## src/core/smr_defs.svh

```systemverilog
`ifndef SMR_DEFS_SVH
`define SMR_DEFS_SVH
// ==========================================
// register byte offsets
`define SMR_OFF_CTRL 8'h00
`define SMR_OFF_BUF 8'h04
`define SMR_OFF_STAT 8'h08
`define SMR_OFF_CLR 8'h0C
`define SMR_OFF_IEN 8'h10
`define SMR_OFF_BAUD 8'h14
// ==========================================
// control register bit positions
`define SMR_CTRL_SEN 0
`define SMR_CTRL_STOP 2
`define SMR_CTRL_RECEIVE_ENABLE_BIT 3
`define SMR_CTRL_ACK_SEQUENCE_ENABLE 4
`define SMR_CTRL_ACK_VALUE_SELECT 5
`define SMR_CTRL_ACK_RECEIVED_STATUS 6
// ==========================================
// event status bit positions (status, clear, enable; full flag in status only)
`define SMR_EV_PIF 0
`define SMR_EV_OVF 1
`define SMR_EV_WRITE_COLLISION_FLAG 2
`define SMR_STAT_BF 3
// ==========================================
// reset values and timing
`define SMR_RST_BAUD 8'h18
`define SMR_RST_IEN 3'h0
`endif

```

## src/core/smr_pkg.sv

```systemverilog
package smr_pkg;
  typedef enum logic [2:0] {
    SMR_IDLE,
    SMR_START,
    SMR_TX,
    SMR_RX,
    SMR_ACK,
    SMR_STOP
  } smr_state_e;
endpackage : smr_pkg

```

## src/core/smr_i2c_master_rx.sv

```systemverilog
// The register addresses and the APB register port were decided locally.
`timescale 1ns/1ns
`include "smr_defs.svh"
// Behaviour
// - receive enable accepted only while idle; otherwise the request is dropped
// - each baud rollover in a byte or ack toggles scl; every second one (scl falling) shifts sampled sda in
// - after eighth falling edge: clear receive enable, load buffer if full flag clear, set full and interrupt
// - after a byte: baud counter stops, scl held low, module idle
// - reading the data buffer clears the full flag
// - full flag set when address or data byte reaches the buffer
// - overflow set when a received byte completes while full flag still set
// - buffer write during reception sets collision flag, buffer unchanged
// - start enable generates a start, interrupt flag set when done
// - buffer write while idle sends the eight address bits at once
// - slave acknowledge after the address is stored as ack status
// - interrupt flag set at end of ninth address clock
// - ack enable clocks the selected ack value out, then sets interrupt
module smr_i2c_master_rx #(
  parameter logic [7:0] BAUD_RELOAD = `SMR_RST_BAUD
) (
  input wire logic sys_clk, // module clock, 20 MHz
  input wire logic resetn, // async reset, active low
  input wire logic psel, // apb select
  input wire logic penable, // apb access phase
  input wire logic pwrite, // apb direction
  input wire logic [7:0] paddr, // apb byte address
  input wire logic [31:0] pwdata, // apb write data
  output logic [31:0] prdata, // apb read data
  output logic pready, // apb ready
  output logic pslverr, // apb error, unmapped address
  output logic irq, // level interrupt
  input wire logic scl_in, // scl pin level
  output logic scl_out, // scl drive value, always low
  output logic scl_oe, // scl pulled low while high
  input wire logic sda_in, // sda pin level
  output logic sda_out, // sda drive value, always low
  output logic sda_oe // sda pulled low while high
);
  // ==========================================
  // reset and pin synchronisers
  logic [1:0] rst_sync;
  logic rst_n;
  logic scl_m, scl_s, sda_m, sda_s;

  always_ff @(posedge sys_clk or negedge resetn)
  begin
    if (!resetn)
      rst_sync <= 2'h0;
    else
      rst_sync <= {rst_sync[0], 1'b1};
  end
  assign rst_n = rst_sync[1];

  always_ff @(posedge sys_clk or negedge rst_n)
  begin
    if (!rst_n)
    begin
      scl_m <= 1'b1;
      scl_s <= 1'b1;
      sda_m <= 1'b1;
      sda_s <= 1'b1;
    end
    else
    begin
      scl_m <= scl_in;
      scl_s <= scl_m;
      sda_m <= sda_in;
      sda_s <= sda_m;
    end
  end

  // ==========================================
  // apb decode
  logic acc, wr, rd, hit;
  logic wr_ctrl, wr_buf, wr_clr, wr_ien, wr_baud, rd_buf;
  smr_pkg::smr_state_e state;
  logic tick, phase, scl_low, sda_low;
  logic [3:0] bit_cnt;
  logic [7:0] shift, buffer, baud, baud_cnt;
  logic bf, ack_value, ack_received;
  logic [2:0] stat, ien;
  logic start_done, tx_done, rx_done, ack_done, stop_done, last_fall;

  assign acc = psel && penable;
  assign wr = acc && pwrite;
  assign rd = acc && !pwrite;
  assign hit = paddr == `SMR_OFF_CTRL || paddr == `SMR_OFF_BUF || paddr == `SMR_OFF_STAT
            || paddr == `SMR_OFF_CLR || paddr == `SMR_OFF_IEN || paddr == `SMR_OFF_BAUD;
  assign wr_ctrl = wr && paddr == `SMR_OFF_CTRL;
  assign wr_buf = wr && paddr == `SMR_OFF_BUF;
  assign wr_clr = wr && paddr == `SMR_OFF_CLR;
  assign wr_ien = wr && paddr == `SMR_OFF_IEN;
  assign wr_baud = wr && paddr == `SMR_OFF_BAUD;
  assign rd_buf = rd && paddr == `SMR_OFF_BUF;
  assign pready = 1'b1;
  assign pslverr = acc && !hit;

  // read data captured in the setup phase
  always_ff @(posedge sys_clk or negedge rst_n)
  begin
    if (!rst_n)
      prdata <= 32'h0;
    else if (psel && !penable && !pwrite)
    begin
      prdata <= 32'h0;
      unique case (paddr)
        `SMR_OFF_CTRL: prdata[6:0] <= {ack_received, ack_value, 1'b0, state == smr_pkg::SMR_RX,
                                       state == smr_pkg::SMR_STOP, 1'b0, state == smr_pkg::SMR_START};
        `SMR_OFF_BUF: prdata[7:0] <= buffer;
        `SMR_OFF_STAT: prdata[3:0] <= {bf, stat};
        `SMR_OFF_IEN: prdata[2:0] <= ien;
        `SMR_OFF_BAUD: prdata[7:0] <= baud;
        default: prdata <= 32'h0;
      endcase
    end
  end

  always_ff @(posedge sys_clk or negedge rst_n)
  begin
    if (!rst_n)
    begin
      ien <= `SMR_RST_IEN;
      baud <= BAUD_RELOAD;
      ack_value <= 1'b0;
    end
    else
    begin
      if (wr_ien)
        ien <= pwdata[2:0];
      if (wr_baud)
        baud <= pwdata[7:0];
      if (wr_ctrl)
        ack_value <= pwdata[`SMR_CTRL_ACK_VALUE_SELECT];
    end
  end

  // ==========================================
  // baud rate generator, runs only outside idle
  assign tick = state != smr_pkg::SMR_IDLE && baud_cnt == 8'h00;

  always_ff @(posedge sys_clk or negedge rst_n)
  begin
    if (!rst_n)
      baud_cnt <= BAUD_RELOAD;
    else if (state == smr_pkg::SMR_IDLE || tick)
      baud_cnt <= baud;
    else
      baud_cnt <= baud_cnt - 8'h01;
  end

  // ==========================================
  // bus sequencer
  assign last_fall = tick && phase;
  assign start_done = state == smr_pkg::SMR_START && last_fall;
  assign tx_done = state == smr_pkg::SMR_TX && last_fall && bit_cnt == 4'h8;
  assign rx_done = state == smr_pkg::SMR_RX && last_fall && bit_cnt == 4'h7;
  assign ack_done = state == smr_pkg::SMR_ACK && last_fall;
  assign stop_done = state == smr_pkg::SMR_STOP && tick && bit_cnt == 4'h2;

  always_ff @(posedge sys_clk or negedge rst_n)
  begin
    if (!rst_n)
    begin
      state <= smr_pkg::SMR_IDLE;
      phase <= 1'b0;
      bit_cnt <= 4'h0;
      scl_low <= 1'b0;
      sda_low <= 1'b0;
      shift <= 8'h00;
      ack_received <= 1'b0;
    end
    else
    begin
      unique case (state)
        smr_pkg::SMR_IDLE:
        begin
          phase <= 1'b0;
          bit_cnt <= 4'h0;
          if (wr_buf)
          begin
            state <= smr_pkg::SMR_TX;
            shift <= pwdata[7:0];
            sda_low <= !pwdata[7];
          end
          else if (wr_ctrl && pwdata[`SMR_CTRL_SEN])
            state <= smr_pkg::SMR_START;
          else if (wr_ctrl && pwdata[`SMR_CTRL_RECEIVE_ENABLE_BIT])
          begin
            state <= smr_pkg::SMR_RX;
            sda_low <= 1'b0;
          end
          else if (wr_ctrl && pwdata[`SMR_CTRL_ACK_SEQUENCE_ENABLE])
          begin
            state <= smr_pkg::SMR_ACK;
            sda_low <= !pwdata[`SMR_CTRL_ACK_VALUE_SELECT];
          end
          else if (wr_ctrl && pwdata[`SMR_CTRL_STOP])
            state <= smr_pkg::SMR_STOP;
        end
        smr_pkg::SMR_START:
          if (tick)
          begin
            phase <= 1'b1;
            if (!phase)
              sda_low <= 1'b1;
            else
            begin
              scl_low <= 1'b1;
              state <= smr_pkg::SMR_IDLE;
            end
          end
        smr_pkg::SMR_STOP:
          if (tick)
          begin
            bit_cnt <= bit_cnt + 4'h1;
            if (bit_cnt == 4'h0)
              sda_low <= 1'b1;
            else if (bit_cnt == 4'h1)
              scl_low <= 1'b0;
            else
            begin
              sda_low <= 1'b0;
              state <= smr_pkg::SMR_IDLE;
            end
          end
        default:
          if (tick)
          begin
            phase <= !phase;
            scl_low <= phase;
            if (phase)
            begin
              shift <= {shift[6:0], sda_s};
              bit_cnt <= bit_cnt + 4'h1;
              if (state == smr_pkg::SMR_TX)
                sda_low <= bit_cnt < 4'h7 && !shift[6];
              if (tx_done)
                ack_received <= sda_s;
              if (tx_done || rx_done || ack_done)
              begin
                sda_low <= 1'b0;
                state <= smr_pkg::SMR_IDLE;
              end
            end
          end
      endcase
    end
  end

  assign scl_out = 1'b0;
  assign sda_out = 1'b0;
  assign scl_oe = scl_low;
  assign sda_oe = sda_low;

  // ==========================================
  // buffer, full flag and sticky events
  always_ff @(posedge sys_clk or negedge rst_n)
  begin
    if (!rst_n)
    begin
      buffer <= 8'h00;
      bf <= 1'b0;
    end
    else
    begin
      if (rx_done && !bf)
        buffer <= {shift[6:0], sda_s};
      else if (tx_done)
        buffer <= shift;
      if (rx_done || tx_done)
        bf <= 1'b1;
      else if (rd_buf)
        bf <= 1'b0;
    end
  end

  always_ff @(posedge sys_clk or negedge rst_n)
  begin
    if (!rst_n)
      stat <= 3'h0;
    else
    begin
      stat[`SMR_EV_PIF] <= (start_done || tx_done || rx_done || ack_done || stop_done)
                           || (stat[`SMR_EV_PIF] && !(wr_clr && pwdata[`SMR_EV_PIF]));
      stat[`SMR_EV_OVF] <= (rx_done && bf)
                           || (stat[`SMR_EV_OVF] && !(wr_clr && pwdata[`SMR_EV_OVF]));
      stat[`SMR_EV_WRITE_COLLISION_FLAG] <= (wr_buf && state != smr_pkg::SMR_IDLE)
                            || (stat[`SMR_EV_WRITE_COLLISION_FLAG] && !(wr_clr && pwdata[`SMR_EV_WRITE_COLLISION_FLAG]));
    end
  end

  assign irq = |(stat & ien);
endmodule : smr_i2c_master_rx

```

## config.mk

```make
export PLATFORM = sky130hd
export DESIGN_NAME = smr_i2c_master_rx
export DESIGN_NICKNAME = d
export VERILOG_FILES = /design/src/core/smr_pkg.sv /design/src/core/smr_i2c_master_rx.sv
export VERILOG_INCLUDE_DIRS = /design/src /design/src/core
export SDC_FILE = /design/constraint.sdc
export NUM_CORES = 1
export LEC_CHECK = 0
export ABC_AREA = 1
export BUFFER_PORTS_ARGS = -buffer_cell sky130_fd_sc_hd__clkbuf_2
export CAP_MARGIN = 20
export CORE_MARGIN = 8
export CORE_UTILIZATION = 54
export CTS_CLUSTER_DIAMETER = 100
export DETAILED_ROUTE_END_ITERATION = 10
export GPL_ROUTABILITY_DRIVEN = 0
export PLACE_DENSITY = 0.86
export SLEW_MARGIN = 20
export SYNTH_ARGS = -nofsm -noshare
export SYNTH_HDL_FRONTEND = slang
export SYNTH_SLANG_ARGS = --single-unit
```

## constraint.sdc

```tcl
create_clock -name sys_clk -period 2.5 [get_ports sys_clk]
set_input_delay 0.25 -clock sys_clk [delete_from_list [all_inputs] [get_ports sys_clk]]
set_output_delay 0.25 -clock sys_clk [all_outputs]
set_load 0.1 [all_outputs]
```

==> summary.md <==
The run gives 3 as the number of levels in the clock H-tree. The final critical path takes up 82.9% of the cycle. The tools report the reg-to-reg startpoint as state[1]. Cell accounting for the most synthesized area: sky130_fd_sc_hd__dfrtp_1. For this block, the via count after detailed routing is 3322. Summed over all layers, the routed wires come to 9170 um.

After legalization and detailed placement, the total HPWL measured 6870 um. The post-synthesis instance area is 3750 um^2, and the final-report setup violation count is 0. Power comes to 3.81 mW.

The number of cells on the worst reg-to-reg path is 7. The critical path starts at state[1]. 0 antenna diodes ended up in the layout. The fraction of synthesis flops using an asynchronous set or reset pin came out at 100%. The worst setup path is launched from a register. TritonCTS created 9 clock buffers. The flow ran to the end, and the final reports show no timing, DRC or antenna violations.

The post-layout net count was 567. The initial core utilization is 55.5%, and the die height is 99.3 um. The number of fillers in the final layout is 571. Buffer type at the clock tree root: sky130_fd_sc_hd__clkbuf_8. The first global-routing pass estimated 15300 um of wire. The final period demand of the worst path works out to 2.07 ns.

The primary flip-flop cell chosen by synthesis mapping was sky130_fd_sc_hd__dfrtp_1. Summed over all cells, the static leakage comes to 2.10 nW. The count of final max-slew check failures came out at 0. The total number of cells along the worst setup path came out at 7. The required time of the critical path is 2.77 ns, and the setup slack after placement is 0.464 ns.

Buffers added to address setup during post-CTS repair amount to 0. The number of antenna violations at the first check in global routing was 0. Cell with the biggest individual delay on the critical path: sky130_fd_sc_hd__nor3_4.

Dividing total power by cell area gives a power density of 929 nW/um^2. Counting along the longest clock path gives a buffer depth of 2. The flip-flop and latch count after synthesis was 63.

The worst setup path is captured at a register. Walking the worst path, the cells encountered are nor2_4, nand2_4, inv_2, nor2_4, nor3_4, nand2_1, o21ai_1. The global-route congestion overflow total came out at 0. The highest net fanout along the worst path was 25; the via density per instance was 5.55.

The logs give 0.00927 ns for the largest clock skew in the final design and 30 for the total number of placement rows. In this run, post-CTS repair resized a total of 0 instances. TritonCTS built the clock tree. The share of post-route cells with drive strength above 1 is 19.1%. For this run, the slowest stage of the critical path takes 0.57 ns. The combined global-route utilization of all metal layers was 19.3%. For the number of DRC violations after detailed-routing iteration 0, the log shows 239. In this run the worst hold path is classified as input pin to register. Setup repair after global routing left no endpoint under its margin.

In the post-route analysis, the smallest setup slack over all paths is 0.427 ns. Following the worst setup path forward leads to its endpoint at shift[4]. The run gives 6760 um^2 as the placeable core region. The setup check on the worst reg-to-reg path leaves a slack of 0.43 ns. In this run the count of I/O pins placed on the die edge is 86.

The number of global-route vias before repair came out at 3275. Count of buffer and inverter cells on the critical path: 1. The final-layout setup total negative slack is 0 ns.

The port buffer count came out at 33. STA puts the critical path data arrival time at 2.34 ns. The worst relative slew slack was 46.9%. The count of unresolved DRC violations after routing was 0; the proportion of netlist area held by the largest area contributor was 38.1%. The run gives 35 as the maximum number of pins on one net before global-route repair. At the pin with the least slew margin, the transition time is 0.790 ns. The maximum vdd ir drop is 0.282 mV, and the final hold violation count is 0. The mean instance size in the synthesized netlist was 7.93 um^2.

The full die area was 9860 um^2; the remaining antenna violation count was 0. The maximum clock rate came out at 0.483 GHz. The most used cell along the critical path is sky130_fd_sc_hd__nor2_4. For the later-pin clock latency in the skew report, the log shows 0.35 ns. The kind of cell with the highest combined delay along the critical path is simple AND/OR/NAND/NOR gates. Counting flops with a built-in enable in the synthesized netlist gives 0. The overall die width was 99.3 um.

During synthesis, Yosys emitted a total of 0 warnings. Growth of design area from synthesis to finish: 9.48%. The clock edge transition at the registers on the reported setup and hold paths was 0.07 ns; the max-cap check violation count was 0. The critical path is of the register to register type. In this run the critical register-to-register path is captured at shift[4]. The number of detailed-route iterations in the first pass is 5, and the unique cell type count in the Yosys netlist is 37.

The wire length per cell was 15.3 um. By area the synthesized netlist is led by sky130_fd_sc_hd__dfrtp_1 38%, sky130_fd_sc_hd__nand2_1 13%, sky130_fd_sc_hd__o21ai_0 6.1%, sky130_fd_sc_hd__buf_4 5.4%, sky130_fd_sc_hd__dfstp_2 4.2%. For the CTS sink count, the log shows 63.

For the fraction of the yosys area taken by sequential cells, the log shows 42.3%. Synthesis handed over a netlist of 473 instances.
## placed cells by master, fill, tap and decap left out, types with 6 or more instances in the layout
cell type	count
sky130_fd_sc_hd__a21oi_1	10
sky130_fd_sc_hd__clkbuf_2	33
sky130_fd_sc_hd__clkbuf_8	11
sky130_fd_sc_hd__conb_1	28
sky130_fd_sc_hd__dfrtp_1	56
sky130_fd_sc_hd__dfstp_2	6
sky130_fd_sc_hd__ha_1	6
sky130_fd_sc_hd__inv_1	41
sky130_fd_sc_hd__inv_2	6
sky130_fd_sc_hd__nand2_1	132
sky130_fd_sc_hd__nand2_2	6
sky130_fd_sc_hd__nand3_1	22
sky130_fd_sc_hd__nand4_1	16
sky130_fd_sc_hd__nor2_1	34
sky130_fd_sc_hd__nor2_2	7
sky130_fd_sc_hd__nor2_4	6
sky130_fd_sc_hd__o211ai_2	7
sky130_fd_sc_hd__o21ai_0	46
sky130_fd_sc_hd__o21ai_1	8
## how the worst min path moves through the flow
| stage | start | to | slack (ns) | depth (start not counted) |
|---|---|---|---|---|
| CTS | pwdata[6] | baud[6] | 0.15 | 3 |
| finish | pwdata[6] | baud[6] | 0.16 | 3 |
| global route | pwdata[6] | baud[6] | 0.17 | 3 |
| floorplan | resetn | rst_sync[0] | -0.05 | 0 |
| detailed placement | resetn | rst_sync[0] | 0.04 | 1 |
| global placement | resetn | rst_sync[0] | 0.04 | 1 |
## synth_stat cells, types with 3 or more instances
master / instances
sky130_fd_sc_hd__nand3_1: 22
sky130_fd_sc_hd__nor2_4: 6
sky130_fd_sc_hd__a21oi_1: 10
sky130_fd_sc_hd__nor3_1: 3
sky130_fd_sc_hd__o21ai_1: 8
sky130_fd_sc_hd__nand4_1: 16
sky130_fd_sc_hd__dfrtp_1: 57
sky130_fd_sc_hd__o21ai_0: 46
sky130_fd_sc_hd__buf_4: 27
sky130_fd_sc_hd__nand2_2: 6
sky130_fd_sc_hd__xor2_1: 3
sky130_fd_sc_hd__o211ai_2: 7
sky130_fd_sc_hd__nand2_1: 132
sky130_fd_sc_hd__nor2_2: 7
sky130_fd_sc_hd__inv_2: 6
sky130_fd_sc_hd__ha_1: 6
sky130_fd_sc_hd__inv_1: 41
sky130_fd_sc_hd__nor2_1: 34
sky130_fd_sc_hd__dfstp_2: 6
sky130_fd_sc_hd__nand3_2: 3
## per-stage QoR
step / utilization [%] / hold slack (ns) / cells / cell area, um^2
6_report: 60.7 / 0.161 / 599 / 4100
5_1_grt: 60.7 / 0.168 / 599 / 4100
4_1_cts: 60.7 / 0.155 / 599 / 4100
3_5_place_dp: 57.9 / 0.0423 / 581 / 3910
3_3_place_gp: 57.9 / 0.0354 / 581 / 3910
2_1_floorplan: - / -0.0456 / 499 / 3860
## sequential cells by signal (all words and copies together), names as in the netlist, 2 cells and up
register,cells
baud,8
baud_cnt,8
bit_cnt,4
buffer,8
ien,3
prdata,8
rst_sync,2
shift,8
stat,3
state,3
## worst reg2reg max path: cells and delay by family (launching register included)
family                 cells  cell delay [ns]
and+or+nand+nor            5             1.18
buffers and inverters      1             0.20
DFF                        1             0.49
AOI/OAI and AO/OA          1             0.12
## where the power goes
group	switching, mW	internal, mW
registers	0.173	1.20
clock network	0.379	0.414
logic	1.22	0.426
## area by class of cell
type                       count  area (um^2)  share of cell area [%]
sequential                    63         1590                    38.6
multi-input combinational    356         1860                    45.3
tap                           80          100                    2.44
inverter                      47          176                    4.30
clock buffer                  15          166                    4.05
timing repair buffer          37          213                    5.18
clock inverter                 1         5.00                   0.122
## kinds of logic after synthesis
kind of cell             count (synthesis)  share of synthesized area (%)
AND/OR/NAND/NOR                        237                           30.4
AO/OA/AOI/OAI                           81                           13.0
buffers and inverters                   80                           11.2
flip-flops                              63                           42.3
adder cells (fa/ha/maj)                  6                           2.00
XOR/XNOR                                 4                          0.935
other                                    2                          0.200
## repair_timing
item / CTS / global route
hold buffers: 2 / 0
endpoints found under the hold margin: 3 / 0
endpoints found under the setup margin: 0 / 0
## routing by layer
layer | wire length [um] | GRT usage [%] | vias to the layer above
met2 | 4350 | 31.8 | 169
met1 | 3800 | 22.8 | 1538
met4 | 290 | 10.1 | 0
li1 | - | - | 1583
met3 | 726 | 4.54 | 32
met5 | 0 | 0 | -
Power figures use the tool's default switching activity.
